<file path="config.mk">
export PLATFORM = sky130hd
export DESIGN_NAME = mdt_decoder
export DESIGN_NICKNAME = d
export VERILOG_FILES = /design/src/include/mdt_pkg.sv /design/src/include/mdt_cfg_if.sv /design/src/hw/mdt_wb_regs.sv /design/src/hw/mdt_decoder.sv
export SDC_FILE = /design/constraint.sdc
export NUM_CORES = 1
export LEC_CHECK = 0
export BUFFER_PORTS_ARGS = -buffer_cell sky130_fd_sc_hd__buf_4
export CORE_MARGIN = 2
export CORE_UTILIZATION = 50
export CTS_CLUSTER_SIZE = 16
export DETAILED_ROUTE_END_ITERATION = 8
export PLACE_DENSITY = 0.79
export SLEW_MARGIN = 30
export SYNTH_ARGS = -nofsm -noshare
export SYNTH_HDL_FRONTEND = slang
export SYNTH_SLANG_ARGS = --single-unit
</file>
<file path="constraint.sdc">
create_clock -name i_clk -period 6.43 [get_ports i_clk]
set_clock_uncertainty 0.2 [all_clocks]
set_input_delay 0.9645 -clock i_clk [delete_from_list [all_inputs] [get_ports i_clk]]
set_output_delay 0.9645 -clock i_clk [all_outputs]
set_load 0.005 [all_outputs]
</file>
<file path="src/include/mdt_pkg.sv">
// package: constants and types of the descriptor element decoder
package mdt_pkg;
  localparam logic [7:0] TYP_PROFILE  = 8'h04;
  localparam logic [7:0] TYP_IPINIT   = 8'h05;
  localparam logic [7:0] TYP_SECURE   = 8'h06;
  localparam logic [7:0] SUB_SPACING  = 8'h01;
  localparam logic [7:0] SUB_VERBOSE  = 8'h02;
  localparam logic [7:0] SUB_FRAG     = 8'h03;
  localparam logic [7:0] SUB_PROV     = 8'h01;
  localparam logic [7:0] SUB_PRESID   = 8'h02;
  localparam logic [7:0] LEN_ONE      = 8'h01;
  localparam logic [7:0] LEN_PRESID   = 8'h03;
  localparam logic [7:0] MAX_BINARY   = 8'h01;
  localparam logic [7:0] MAX_PROV     = 8'h03;
  localparam logic [7:0] FRAG_PERMIT  = 8'h01;
  localparam logic [3:0] SID_RSVD_VAL = 4'h0;
  localparam logic [7:0] OFS_CTRL     = 8'h00;
  localparam logic [7:0] OFS_STATUS   = 8'h04;
  localparam logic [7:0] OFS_SID      = 8'h08;
  localparam logic [7:0] OFS_IRQ_STAT = 8'h0C;
  localparam logic [7:0] OFS_IRQ_MASK = 8'h10;
  localparam int         CTRL_EN_BIT  = 0;
  localparam logic       CTRL_EN_RST  = 1'b1;
  localparam int         ST_SPACING   = 0;
  localparam int         ST_VERBOSE   = 1;
  localparam int         ST_FRAG      = 2;
  localparam int         ST_PROV      = 3;
  localparam int         ST_SECURE    = 5;
  localparam int         ST_PROF_SEEN = 8;
  localparam int         ST_IP_SEEN   = 9;
  localparam int         ST_SEC_SEEN  = 10;
  localparam int         ST_SID_SEEN  = 11;
  localparam int         IRQ_PROF     = 0;
  localparam int         IRQ_IP       = 1;
  localparam int         IRQ_SEC      = 2;
  localparam int         IRQ_ERR      = 3;
  localparam int         IRQ_W        = 4;
  localparam logic [IRQ_W-1:0] IRQ_MASK_RST = 4'h0;
  localparam logic [1:0] PROV_RST     = 2'h0;
  localparam logic [19:0] SID_RST     = 20'h00000;
  typedef enum logic [2:0] {
    PS_TTYPE = 3'b000,
    PS_TLEN  = 3'b001,
    PS_TSKIP = 3'b010,
    PS_STYPE = 3'b011,
    PS_SLEN  = 3'b100,
    PS_SVAL  = 3'b101,
    PS_EVAL  = 3'b110
  } mdt_state_t;
endpackage

</file>
<file path="src/include/mdt_cfg_if.sv">
// interface: decoded settings and events between parser and register file
`timescale 1ns/1ps
interface mdt_cfg_if;
  logic        dec_en;
  logic        spacing_8m;
  logic        verbose;
  logic        frag;
  logic [1:0]  prov;
  logic [19:0] sid;
  logic        sec;
  logic [3:0]  seen;
  logic [3:0]  ev;
  modport core (input dec_en, output spacing_8m, verbose, frag, prov, sid, sec, seen, ev);
  modport regs (output dec_en, input spacing_8m, verbose, frag, prov, sid, sec, seen, ev);
endinterface

</file>
<file path="src/hw/mdt_wb_regs.sv">
// wishbone register file with sticky interrupt status
`timescale 1ns/1ps
module mdt_wb_regs #(
  parameter int ADDR_W = 8
) (
  input  wire logic              i_clk,
  input  wire logic              i_rst_n,
  input  wire logic [ADDR_W-1:0] i_adr,
  input  wire logic [31:0]       i_dat,
  input  wire logic [3:0]        i_sel,
  input  wire logic              i_we,
  input  wire logic              i_cyc,
  input  wire logic              i_stb,
  output logic [31:0]            o_dat,
  output logic                   o_ack,
  output logic                   o_irq,
  mdt_cfg_if.regs                cfg
);
  logic [31:0]      rd;
  logic             req;
  logic             wr;
  logic [7:0]       adr;
  logic [3:0]       istat_q;
  logic [3:0]       imask_q;
  logic [3:0]       istat_d;
  logic             en_q;

  if (ADDR_W < 5 || ADDR_W > 8) begin : g_chk
    $error("ADDR_W must be 5 to 8");
  end

  assign req = i_cyc && i_stb && !o_ack;
  assign wr  = req && i_we && i_sel[0];
  assign adr = 8'(i_adr);
  assign cfg.dec_en = en_q;

  always_comb begin
    rd = 32'h0000_0000;
    if (adr == mdt_pkg::OFS_CTRL) begin
      rd[mdt_pkg::CTRL_EN_BIT] = en_q;
    end else if (adr == mdt_pkg::OFS_STATUS) begin
      rd[mdt_pkg::ST_SPACING] = cfg.spacing_8m;
      rd[mdt_pkg::ST_VERBOSE] = cfg.verbose;
      rd[mdt_pkg::ST_FRAG] = cfg.frag;
      rd[mdt_pkg::ST_PROV +: 2] = cfg.prov;
      rd[mdt_pkg::ST_SECURE] = cfg.sec;
      rd[mdt_pkg::ST_PROF_SEEN +: 4] = cfg.seen;
    end else if (adr == mdt_pkg::OFS_SID) begin
      rd[19:0] = cfg.sid;
    end else if (adr == mdt_pkg::OFS_IRQ_STAT) begin
      rd[3:0] = istat_q;
    end else if (adr == mdt_pkg::OFS_IRQ_MASK) begin
      rd[3:0] = imask_q;
    end
  end

  // event set wins over write-one-to-clear
  always_comb begin
    istat_d = istat_q;
    if (wr && adr == mdt_pkg::OFS_IRQ_STAT) begin
      istat_d = istat_q & ~i_dat[3:0];
    end
    istat_d = istat_d | cfg.ev;
  end

  always_ff @(posedge i_clk or negedge i_rst_n) begin
    if (!i_rst_n) begin
      o_ack <= 1'b0;
      o_dat <= 32'h0000_0000;
    end else begin
      o_ack <= req;
      o_dat <= (req && !i_we) ? rd : 32'h0000_0000;
    end
  end

  always_ff @(posedge i_clk or negedge i_rst_n) begin
    if (!i_rst_n) begin
      en_q    <= mdt_pkg::CTRL_EN_RST;
      imask_q <= mdt_pkg::IRQ_MASK_RST;
    end else if (wr && adr == mdt_pkg::OFS_CTRL) begin
      en_q <= i_dat[mdt_pkg::CTRL_EN_BIT];
    end else if (wr && adr == mdt_pkg::OFS_IRQ_MASK) begin
      imask_q <= i_dat[3:0];
    end
  end

  always_ff @(posedge i_clk or negedge i_rst_n) begin
    if (!i_rst_n) begin
      istat_q <= 4'h0;
      o_irq   <= 1'b0;
    end else begin
      istat_q <= istat_d;
      o_irq   <= |(istat_d & imask_q);
    end
  end
endmodule

</file>
<file path="src/hw/mdt_decoder.sv">
// descriptor element decoder top: byte parser, settings, register file
// Operation
// RL1 - the headend sends the profile-reporting element 4 only on primary-capable channels.
// RL2 - a compound length counts all nested sub-elements, each with one type and one length byte.
// RL3 - sub-element 4.1 value 0 selects 6 MHz spacing, 1 selects 8 MHz, others are reserved.
// RL4 - sub-element 4.2 value 0 forbids and 1 requires verbose reporting, others are reserved.
// RL5 - sub-element 4.3 value 1 permits fragmented profiles and its absence forbids them.
// RL6 - the headend sends the IP-initialization element 5 only on primary-capable channels.
// RL7 - sub-element 5.1 must be present and maps 0 to 3 onto the four provisioning modes.
// RL8 - sub-element 5.2 is three bytes whose low 20 bits are the pre-registration identifier.
// RL9 - the headend sends 5.2 only while multicast identifier forwarding is in use.
// RL10 - the headend sends the security element 6 only on primary-capable channels.
// RL11 - element 6 is one byte where 0 disables and 1 enables early authentication.
// RL12 - unknown sub-elements are skipped by length and bad values or lengths raise an error.
`timescale 1ns/1ps
module mdt_decoder #(
  parameter int ADDR_W = 8
) (
  input  wire logic              i_clk,
  input  wire logic              i_rst_n,
  input  wire logic              i_tlv_start,
  input  wire logic              i_tlv_valid,
  input  wire logic [7:0]        i_tlv_byte,
  input  wire logic [ADDR_W-1:0] i_wb_adr,
  input  wire logic [31:0]       i_wb_dat,
  input  wire logic [3:0]        i_wb_sel,
  input  wire logic              i_wb_we,
  input  wire logic              i_wb_cyc,
  input  wire logic              i_wb_stb,
  output logic [31:0]            o_wb_dat,
  output logic                   o_wb_ack,
  output logic                   o_irq,
  output logic                   o_spacing_8m,
  output logic                   o_verbose,
  output logic                   o_frag_permit,
  output logic [1:0]             o_prov_mode,
  output logic [19:0]            o_prereg_sid,
  output logic                   o_early_auth_en,
  output logic                   o_parse_err
);
  mdt_cfg_if cfg ();

  mdt_pkg::mdt_state_t state_q;
  mdt_pkg::mdt_state_t state_d;
  mdt_pkg::mdt_state_t cur;
  logic [7:0]  top_type_q;
  logic [7:0]  top_type_d;
  logic [7:0]  sub_type_q;
  logic [7:0]  sub_type_d;
  logic [7:0]  top_rem_q;
  logic [7:0]  top_rem_d;
  logic [7:0]  sub_rem_q;
  logic [7:0]  sub_rem_d;
  logic [23:0] acc_q;
  logic [23:0] acc_d;
  logic        sub_bad_q;
  logic        sub_bad_d;
  logic        seen_frag_q;
  logic        seen_frag_d;
  logic        seen_prov_q;
  logic        seen_prov_d;
  logic [23:0] val;
  logic [7:0]  rem_after;
  logic [7:0]  exp_len;
  logic        commit;
  logic        end_ok;
  logic        sec_take;
  logic        err;
  logic        upd_spacing;
  logic        upd_verbose;
  logic        upd_frag;
  logic        upd_prov;
  logic        upd_sid;
  logic        upd_sec;
  logic        clr_frag;
  logic        is_prof;
  logic        is_ip;
  logic [3:0]  ev_q;
  logic [3:0]  seen_q;

  assign val       = {acc_q[15:0], i_tlv_byte};
  assign rem_after = top_rem_q - 8'h01;
  assign is_prof   = top_type_q == mdt_pkg::TYP_PROFILE;
  assign is_ip     = top_type_q == mdt_pkg::TYP_IPINIT;

  // expected value length of known sub-elements
  always_comb begin
    exp_len = 8'h00;
    if (is_prof && (sub_type_q == mdt_pkg::SUB_SPACING || sub_type_q == mdt_pkg::SUB_VERBOSE
        || sub_type_q == mdt_pkg::SUB_FRAG)) begin
      exp_len = mdt_pkg::LEN_ONE;
    end else if (is_ip && sub_type_q == mdt_pkg::SUB_PROV) begin
      exp_len = mdt_pkg::LEN_ONE;
    end else if (is_ip && sub_type_q == mdt_pkg::SUB_PRESID) begin
      exp_len = mdt_pkg::LEN_PRESID;
    end
  end

  // byte parser
  always_comb begin
    cur         = i_tlv_start ? mdt_pkg::PS_TTYPE : state_q;
    state_d     = state_q;
    top_type_d  = top_type_q;
    sub_type_d  = sub_type_q;
    top_rem_d   = top_rem_q;
    sub_rem_d   = sub_rem_q;
    acc_d       = acc_q;
    sub_bad_d   = sub_bad_q;
    commit      = 1'b0;
    end_ok      = 1'b0;
    sec_take    = 1'b0;
    err         = 1'b0;
    if (!cfg.dec_en) begin
      state_d = mdt_pkg::PS_TTYPE;
    end else if (i_tlv_valid) begin
      case (cur)
        mdt_pkg::PS_TTYPE: begin
          top_type_d = i_tlv_byte;
          state_d    = mdt_pkg::PS_TLEN;
        end
        mdt_pkg::PS_TLEN: begin
          top_rem_d = i_tlv_byte;
          if (top_type_q == mdt_pkg::TYP_PROFILE || top_type_q == mdt_pkg::TYP_IPINIT) begin
            if (i_tlv_byte == 8'h00) begin
              end_ok  = 1'b1; // RL2
              state_d = mdt_pkg::PS_TTYPE;
            end else begin
              state_d = mdt_pkg::PS_STYPE;
            end
          end else if (top_type_q == mdt_pkg::TYP_SECURE) begin
            if (i_tlv_byte == mdt_pkg::LEN_ONE) begin
              state_d = mdt_pkg::PS_EVAL; // RL11
            end else begin
              err     = 1'b1; // RL12
              state_d = (i_tlv_byte == 8'h00) ? mdt_pkg::PS_TTYPE : mdt_pkg::PS_TSKIP;
            end
          end else begin
            state_d = (i_tlv_byte == 8'h00) ? mdt_pkg::PS_TTYPE : mdt_pkg::PS_TSKIP;
          end
        end
        mdt_pkg::PS_TSKIP: begin
          top_rem_d = rem_after;
          if (top_rem_q == 8'h01) begin
            state_d = mdt_pkg::PS_TTYPE;
          end
        end
        mdt_pkg::PS_EVAL: begin
          sec_take = 1'b1;
          state_d  = mdt_pkg::PS_TTYPE;
        end
        mdt_pkg::PS_STYPE: begin
          sub_type_d = i_tlv_byte;
          top_rem_d  = rem_after;
          if (top_rem_q == 8'h01) begin
            err     = 1'b1; // RL2
            state_d = mdt_pkg::PS_TTYPE;
          end else begin
            state_d = mdt_pkg::PS_SLEN;
          end
        end
        mdt_pkg::PS_SLEN: begin
          top_rem_d = rem_after;
          sub_rem_d = i_tlv_byte;
          acc_d     = 24'h000000;
          if (i_tlv_byte > rem_after) begin
            err     = 1'b1; // RL2
            state_d = (rem_after == 8'h00) ? mdt_pkg::PS_TTYPE : mdt_pkg::PS_TSKIP;
          end else if (i_tlv_byte == 8'h00) begin
            err    = exp_len != 8'h00; // RL12
            end_ok = rem_after == 8'h00;
            state_d = (rem_after == 8'h00) ? mdt_pkg::PS_TTYPE : mdt_pkg::PS_STYPE;
          end else begin
            sub_bad_d = exp_len != 8'h00 && exp_len != i_tlv_byte;
            err       = sub_bad_d; // RL12
            state_d   = mdt_pkg::PS_SVAL;
          end
        end
        mdt_pkg::PS_SVAL: begin
          acc_d     = val;
          sub_rem_d = sub_rem_q - 8'h01;
          top_rem_d = rem_after;
          if (sub_rem_q == 8'h01) begin
            commit  = !sub_bad_q && exp_len != 8'h00; // RL12
            end_ok  = top_rem_q == 8'h01;
            state_d = (top_rem_q == 8'h01) ? mdt_pkg::PS_TTYPE : mdt_pkg::PS_STYPE;
          end
        end
        default: begin
          state_d = mdt_pkg::PS_TTYPE;
        end
      endcase
    end
  end

  // value checks and update strobes
  always_comb begin
    upd_spacing = 1'b0;
    upd_verbose = 1'b0;
    upd_frag    = 1'b0;
    upd_prov    = 1'b0;
    upd_sid     = 1'b0;
    upd_sec     = 1'b0;
    seen_frag_d = seen_frag_q;
    seen_prov_d = seen_prov_q;
    if (state_q == mdt_pkg::PS_TLEN && state_d != mdt_pkg::PS_TLEN) begin
      seen_frag_d = 1'b0;
      seen_prov_d = 1'b0;
    end
    if (commit && is_prof) begin
      if (sub_type_q == mdt_pkg::SUB_SPACING) begin
        upd_spacing = val[7:0] <= mdt_pkg::MAX_BINARY; // RL3
      end else if (sub_type_q == mdt_pkg::SUB_VERBOSE) begin
        upd_verbose = val[7:0] <= mdt_pkg::MAX_BINARY; // RL4
      end else begin
        seen_frag_d = 1'b1;
        upd_frag    = val[7:0] == mdt_pkg::FRAG_PERMIT; // RL5
      end
    end
    if (commit && is_ip) begin
      if (sub_type_q == mdt_pkg::SUB_PROV) begin
        seen_prov_d = 1'b1;
        upd_prov    = val[7:0] <= mdt_pkg::MAX_PROV; // RL7
      end else begin
        upd_sid = val[23:20] == mdt_pkg::SID_RSVD_VAL; // RL8
      end
    end
    if (sec_take) begin
      upd_sec = i_tlv_byte <= mdt_pkg::MAX_BINARY; // RL11
    end
  end

  assign clr_frag = end_ok && is_prof && !seen_frag_d; // RL5

  always_ff @(posedge i_clk or negedge i_rst_n) begin
    if (!i_rst_n) begin
      state_q     <= mdt_pkg::PS_TTYPE;
      top_type_q  <= 8'h00;
      sub_type_q  <= 8'h00;
      top_rem_q   <= 8'h00;
      sub_rem_q   <= 8'h00;
      acc_q       <= 24'h000000;
      sub_bad_q   <= 1'b0;
      seen_frag_q <= 1'b0;
      seen_prov_q <= 1'b0;
    end else begin
      state_q     <= state_d;
      top_type_q  <= top_type_d;
      sub_type_q  <= sub_type_d;
      top_rem_q   <= top_rem_d;
      sub_rem_q   <= sub_rem_d;
      acc_q       <= acc_d;
      sub_bad_q   <= sub_bad_d;
      seen_frag_q <= seen_frag_d;
      seen_prov_q <= seen_prov_d;
    end
  end

  // stored receive profile settings
  always_ff @(posedge i_clk or negedge i_rst_n) begin
    if (!i_rst_n) begin
      o_spacing_8m  <= 1'b0;
      o_verbose     <= 1'b0;
      o_frag_permit <= 1'b0;
    end else begin
      if (upd_spacing) begin
        o_spacing_8m <= val[0]; // RL3
      end
      if (upd_verbose) begin
        o_verbose <= val[0]; // RL4
      end
      if (upd_frag) begin
        o_frag_permit <= 1'b1; // RL5
      end else if (clr_frag) begin
        o_frag_permit <= 1'b0; // RL5
      end
    end
  end

  // stored ip initialization and security settings
  always_ff @(posedge i_clk or negedge i_rst_n) begin
    if (!i_rst_n) begin
      o_prov_mode     <= mdt_pkg::PROV_RST;
      o_prereg_sid    <= mdt_pkg::SID_RST;
      o_early_auth_en <= 1'b0;
    end else begin
      if (upd_prov) begin
        o_prov_mode <= val[1:0]; // RL7
      end
      if (upd_sid) begin
        o_prereg_sid <= val[19:0]; // RL8
      end
      if (upd_sec) begin
        o_early_auth_en <= i_tlv_byte[0]; // RL11
      end
    end
  end

  // events and error flag
  always_ff @(posedge i_clk or negedge i_rst_n) begin
    if (!i_rst_n) begin
      ev_q        <= 4'h0;
      seen_q      <= 4'h0;
      o_parse_err <= 1'b0;
    end else begin
      o_parse_err <= err || (commit && !(upd_spacing || upd_verbose || upd_frag || upd_prov
                     || upd_sid)) || (sec_take && !upd_sec)
                     || (end_ok && is_ip && !seen_prov_d); // RL12 RL7
      ev_q[mdt_pkg::IRQ_PROF] <= end_ok && is_prof;
      ev_q[mdt_pkg::IRQ_IP]   <= end_ok && is_ip;
      ev_q[mdt_pkg::IRQ_SEC]  <= sec_take;
      ev_q[mdt_pkg::IRQ_ERR]  <= err || (commit && !(upd_spacing || upd_verbose || upd_frag
                                 || upd_prov || upd_sid)) || (sec_take && !upd_sec)
                                 || (end_ok && is_ip && !seen_prov_d);
      if (end_ok && is_prof) begin
        seen_q[0] <= 1'b1;
      end
      if (end_ok && is_ip) begin
        seen_q[1] <= 1'b1;
      end
      if (upd_sec) begin
        seen_q[2] <= 1'b1;
      end
      if (upd_sid) begin
        seen_q[3] <= 1'b1;
      end
    end
  end

  assign cfg.spacing_8m = o_spacing_8m;
  assign cfg.verbose    = o_verbose;
  assign cfg.frag       = o_frag_permit;
  assign cfg.prov       = o_prov_mode;
  assign cfg.sid        = o_prereg_sid;
  assign cfg.sec        = o_early_auth_en;
  assign cfg.seen       = seen_q;
  assign cfg.ev         = ev_q;

  mdt_wb_regs #(
    .ADDR_W (ADDR_W)
  ) u_regs (
    .i_clk   (i_clk),
    .i_rst_n (i_rst_n),
    .i_adr   (i_wb_adr),
    .i_dat   (i_wb_dat),
    .i_sel   (i_wb_sel),
    .i_we    (i_wb_we),
    .i_cyc   (i_wb_cyc),
    .i_stb   (i_wb_stb),
    .o_dat   (o_wb_dat),
    .o_ack   (o_wb_ack),
    .o_irq   (o_irq),
    .cfg     (cfg)
  );
endmodule

</file>
==> results of run 1 <==
==> registers in the layout, indices dropped and copies added, names as in the netlist <==
name	flops
u_regs.o_ack	1
o_prov_mode	2
o_frag_permit	1
o_early_auth_en	1
state_q	3
o_spacing_8m	1
u_regs.o_dat	20
seen_prov_q	1
u_regs.imask_q	4
u_regs.istat_q	4
u_regs.o_irq	1
u_regs.cfg.dec_en	1
o_verbose	1
seen_frag_q	1
top_rem_q	8
o_prereg_sid	20
cfg.seen	4
top_type_q	8
sub_bad_q	1
cfg.ev	4
sub_type_q	8
sub_rem_q	8
acc_q	16
==> cells by family (layout without fill, tap and decap cells) <==
group	count (synthesis)	in the layout	synth area share, %
XOR/XNOR	9	9	1.36
adder cells (fa/ha/maj)	13	13	2.81
other	1	12	0.0648
buffers and inverters	47	120	4.09
AO/OA/AOI/OAI	119	119	13.9
flip-flops	119	119	51.5
AND/OR/NAND/NOR	181	181	16.4
multiplexers	45	45	9.84
==> critical path, stage by stage, from the launching register on <==
cell and delay [ns]:
dfrtp_1 0.67, nand2b_1 0.21, nor2_1 0.77, nand2_1 0.25, nor4_2 0.27, and3_1 0.23, nand3b_2 0.59, mux2_1 0.55
==> worst min path at each step <==
stage	from	to	slack [ns]	cells after the start
floorplan	cfg.ev[0]$_DFF_PN0_	u_regs.istat_q[0]$_DFF_PN0_	0.22	1
detailed placement	cfg.ev[0]$_DFF_PN0_	u_regs.istat_q[0]$_DFF_PN0_	0.25	1
CTS	cfg.ev[0]$_DFF_PN0_	u_regs.istat_q[0]$_DFF_PN0_	0.26	1
global route	cfg.seen[0]$_DFFE_PN0P_	cfg.seen[0]$_DFFE_PN0P_	0.28	1
finish	u_regs.o_ack$_DFF_PN0_	u_regs.o_ack$_DFF_PN0_	0.27	1
global placement	cfg.ev[2]$_DFF_PN0_	u_regs.istat_q[2]$_DFF_PN0_	0.24	1
==> cells in the final DEF, fill, tap and decap left out, types with 4 or more instances in the layout <==
| master | n |
|---|---|
| a222oi_1 | 4 |
| or4_1 | 4 |
| clkbuf_16 | 17 |
| mux2_4 | 17 |
| o21ai_0 | 31 |
| nand3_1 | 5 |
| nor2b_1 | 4 |
| a21oi_1 | 19 |
| conb_1 | 12 |
| nand2b_1 | 6 |
| ha_1 | 13 |
| nor3_1 | 12 |
| a31oi_1 | 4 |
| a21o_1 | 5 |
| clkinvlp_4 | 5 |
| mux2_2 | 24 |
| or3_1 | 9 |
| a22oi_1 | 10 |
| o22a_1 | 4 |
| inv_1 | 10 |
| nor2_1 | 44 |
| and2_1 | 14 |
| o31ai_1 | 4 |
| xor2_1 | 5 |
| dfrtp_1 | 118 |
| inv_6 | 4 |
| xnor2_1 | 4 |
| buf_4 | 77 |
| a22o_1 | 16 |
| nand2_1 | 46 |
| or2_2 | 5 |
==> metal layers <==
| layer | up-vias | wire (um) | global-route usage [%] |
|---|---|---|---|
| li1 | 2050 | - | - |
| met1 | 2265 | 5990 | 30.4 |
| met2 | 211 | 6830 | 37.7 |
| met3 | 37 | 971 | 6.48 |
| met4 | 0 | 296 | 9.22 |
| met5 | - | 0 | 0 |
==> cell type report <==
type	instances	share of cell area [%]
Sequential cell	119	42.5
Multi-Input combinational cell	379	37.5
Timing Repair Buffer	77	8.26
Clock buffer	18	6.13
Tap cell	143	2.56
Clock inverter	14	2.47
Inverter	11	0.590
==> report_power, final <==
part	internal (mW)	switching, mW	total [mW]
combinational	0.0211	0.0402	0.0613
clock	0.611	0.358	0.970
sequential	0.753	0.00334	0.756
==> impl_metrics.toml, run 1 <==
[sta]
timing.final.crit_share_pct = 60.4
worstMarginPinSlew_ns = 0.951
maxSlewHeadroom_pct = 36.4
worst_slack_ns = 2.54
rsz0062_at_grt = "no"
hold_viol_final = 0
layout_min_cycle_time_ns = 3.89
finalSetupViolCount = 0
finalSetupTns_ns = 0
max_clock_freq_ghz = 0.257
hold_ws_ns = 0.267
slew_violations = 0

[finish]
syn2layout_area_growth_pct = 21.0
drive_gt1_share_pct = 26.5
stdcell_area_um2 = 7000
postLayoutCoreUtil_pct = 61.6
seqCellArea_um2 = 2980
diodes = 0
layout.cells.non_filler = 761
multi_input_area_um2 = 2620
nFillCells = 875
fin_nets = 677

[cts]
worstSkewPairLatency_ns = 0.42
cts-htree-levels = 4
cts_made_buffers = 17
cts.sinks = 119
cts_resized = 0
clk_path_buf_depth = 2
cts_tree = "yes"
cts_root_buf = "clkbuf_16"
cts-hold-fix-buffers = 0
clkTransAtPathRegs_ns = 0.06
cts_setup_buffers = 0

[power]
ir_drop_uv = 237
power.leakage_nw = 3.45
total_power_mw = 1.79
pwr_density_cell_nw_per_um2 = 255

[worst_setup_path]
r2r_setup_slack_ns = 2.54
crit_path_start_kind = "flip-flop"
crit_path_max_fanout = 22
crit_required_ns = 6.53
timing.rr.start = "state_q[0]$_DFF_PN0_"
cp-end-kind = "flip-flop"
critical_path_class = "reg -> reg"
r2r_cells = 7
r2r_end = "o_prereg_sid[19]$_DFFE_PN0P_"
worstSetupEndpoint = "o_prereg_sid[19]$_DFFE_PN0P_"
worstSetupStartpoint = "state_q[0]$_DFF_PN0_"
cp.arrival_ns = 3.98

[die]
core_area_um2 = 11400
num_io_pins = 120
die_area_um2 = 12400
rows = 39
die_y_um = 112
start_util_pct = 50.9
fp.dieW_um = 112

[routing]
dr_total_vias = 4563
drtPass1Iterations = 5
wl_um = 14100
drt_iter0_markers = 413
wl_per_cell_um = 18.5
drtAntennaViolNets = 0
drc = 0
via_per_inst = 6.00

[global_route]
grtUsageTotal_pct = 23.4
antenna_found_initial = 0
grt_pass1_wl_um = 22900
grt_overflow = 0
grt_pass1_vias = 4497
grt_max_degree = 67

[synth]
synthTopCellsByArea = "dfrtp_1 (51%), mux2_2 (4.7%), mux2_4 (4.4%)"
ys_seq_area_share_pct = 51.5
synth_top_area_share_pct = 51.0
ys_top_cells_by_count = "dfrtp_1 (118), nand2_1 (47), nor2_1 (46)"
synth_cell_types = 63
synthArstFlopShare_pct = 100
yosysWarningCount = 0
netlist_instances = 534
synth_area_per_cell_um2 = 10.8
synthesis.area_um2 = 5790
ys_dominant_reg_cell = "dfrtp_1"
synth_edf_count = 0
ys_ff_latch = 119
synth_top_area_cell = "dfrtp_1"
yosysMostFrequentCell = "dfrtp_1"

[job]
drv_cap = 0

[placed_design]
place_hpwl_um = 9430
dpl.cell_count = 729
io_buffers = 76
dpl_worst_slack_ns = 2.25
place_area_um2 = 6390
place_congestion = 0.918

[min_path]
hp-class = "reg -> reg"

[run_status]
status = "completed"
No activity file was read; power rests on OpenSTA's default activity.
==> run 2, diff against run 1 <==
==> constraint.sdc (replaced) <==
create_clock -name i_clk -period 3.6 [get_ports i_clk]
set_clock_uncertainty 0.2 [all_clocks]
set_input_delay 0.54 -clock i_clk [delete_from_list [all_inputs] [get_ports i_clk]]
set_output_delay 0.54 -clock i_clk [all_outputs]
set_load 0.005 [all_outputs]
==> impl_metrics.toml, run 2 (same netlist as run 1, synthesis figures left out) <==
[cts]
worstSkewPairLatency_ns = 0.41
cts-htree-levels = 4
cts_root_buf = "clkbuf_16"
cts-hold-fix-buffers = 0
cts_resized = 0
cts_made_buffers = 17
clk_path_buf_depth = 2
cts.sinks = 119
clkTransAtPathRegs_ns = 0.06
cts_setup_buffers = 0
cts_tree = "yes"

[power]
ir_drop_uv = 337
power.leakage_nw = 3.48
total_power_mw = 2.99
pwr_density_cell_nw_per_um2 = 426

[routing]
wl_per_cell_um = 17.9
via_per_inst = 5.88
drtAntennaViolNets = 0
drtPass1Iterations = 5
drt_iter0_markers = 558
wl_um = 13800
drc = 0
dr_total_vias = 4518

[worst_setup_path]
path_depth = 12
crit_buf_inv = 1
slowest_stage = "dfrtp_1"
crit_path_start_kind = "flip-flop"
crit_required_ns = 3.68
crit_path_max_fanout = 9
cp_cell_sequence = "inv_1, ha_1, nand2_1, xnor2_1, ha_1, a211oi_1, nor2_1, o32a_1, o31ai_1, a21oi_1, nor2b_1, a21oi_1"
cp-end-kind = "flip-flop"
max_stage_delay_ns = 0.47
cp.arrival_ns = 3.45
critical_path_class = "reg -> reg"
r2r_cells = 12
crit_family = "compound AO/OA/AOI/OAI gates"

[die]
die_area_um2 = 12400
fp.dieW_um = 112
start_util_pct = 50.9
num_io_pins = 120
die_y_um = 112
rows = 39
core_area_um2 = 11400

[placed_design]
io_buffers = 76
dpl.cell_count = 737
place_hpwl_um = 9510
place_congestion = 0.894
dpl_worst_slack_ns = 0.303
place_area_um2 = 6460

[job]
drv_cap = 0

[finish]
diodes = 0
multi_input_area_um2 = 2620
stdcell_area_um2 = 7010
fin_nets = 685
reg.largest.list = "o_prereg_sid: 20 flops, u_regs.o_dat: 20 flops, acc_q: 16 flops"
syn2layout_area_growth_pct = 21.2
layout.cells.non_filler = 769
nFillCells = 873
drive_gt1_share_pct = 27.2
seqCellArea_um2 = 2980
final_cell_mix = "dfrtp_1 (118), buf_4 (83), nor2_1 (46), nand2_1 (46), o21ai_0 (31)"
layout_commonest_cell = "dfrtp_1"

[run_status]
status = "finished with violations"
violations = "negative hold slack"

[global_route]
grt_max_degree = 83
grtUsageTotal_pct = 22.7
grt_pass1_wl_um = 22500
antenna_found_initial = 0
grt_pass1_vias = 4438
grt_overflow = 0

[sta]
finalSetupViolCount = 0
slew_violations = 0
max_clock_freq_ghz = 0.297
hold_viol_final = 53
hold_ws_ns = -0.0419
timing.final.crit_share_pct = 93.5
worstMarginPinSlew_ns = 0.850
worst_slack_ns = 0.233
rsz0062_at_grt = "no"
maxSlewHeadroom_pct = 42.5
layout_min_cycle_time_ns = 3.37
finalSetupTns_ns = 0

[min_path]
hp-class = "in -> async"
## run 2: stage by stage
step	utilization [%]	hold WS [ns]
after CTS	61.6	0.127
after global placement	56.8	0.240
after global routing	61.7	0.0131
after floorplan	-	0.0444
after detailed placement	56.8	0.256
final	61.7	-0.0419
## run 2: where the power goes
group | total [mW] | switching (mW) | internal (mW) | leakage [nW]
combinational | 0.112 | 0.0720 | 0.0402 | 1.57
clock | 1.53 | 0.626 | 0.902 | 0.257
sequential | 1.35 | 0.00571 | 1.34 | 1.65
total | 2.99 | 0.704 | 2.29 | 3.48
## run 2: path summary, 6_finish.rpt
path,from,end,slack [ns]
max in group asynchronous,i_rst_n,top_type_q[5]$_DFFE_PN0P_,2.47
min,i_rst_n,o_prereg_sid[18]$_DFFE_PN0P_,-0.04
max reg2reg,top_rem_q[0]$_DFFE_PN0P_,o_frag_permit$_DFFE_PN0P_,0.23
max,top_rem_q[0]$_DFFE_PN0P_,o_frag_permit$_DFFE_PN0P_,0.23
min reg2reg,cfg.seen[3]$_DFFE_PN0P_,cfg.seen[3]$_DFFE_PN0P_,0.27
min in group i_clk,i_wb_dat[2],u_regs.imask_q[2]$_DFFE_PN0P_,0.17
## run 2: layer usage
metal	routed length, um	global-route usage [%]	up-vias
li1	-	-	2077
met1	5790	30.0	2198
met2	6710	36.9	216
met3	1030	6.10	27
met4	234	7.24	0
met5	0	0	-
## run 2: area by class of cell
| cell class | instances | area share, % |
|---|---|---|
| tap | 143 | 2.55 |
| clock buffer | 19 | 6.32 |
| clock inverter | 13 | 1.39 |
| timing repair buffer | 85 | 9.33 |
| multi-input combinational | 379 | 37.3 |
| inverter | 11 | 0.589 |
| sequential | 119 | 42.5 |
## run 2: worst reg2reg max path, delay by kind of cell (launching register included)
family / cells / cell delay, ns
flops: 1 / 0.47
simple gates: 3 / 0.51
fa+ha+maj: 2 / 0.57
compound gates: 5 / 1.18
xor+xnor: 1 / 0.18
buf+inv: 1 / 0.12
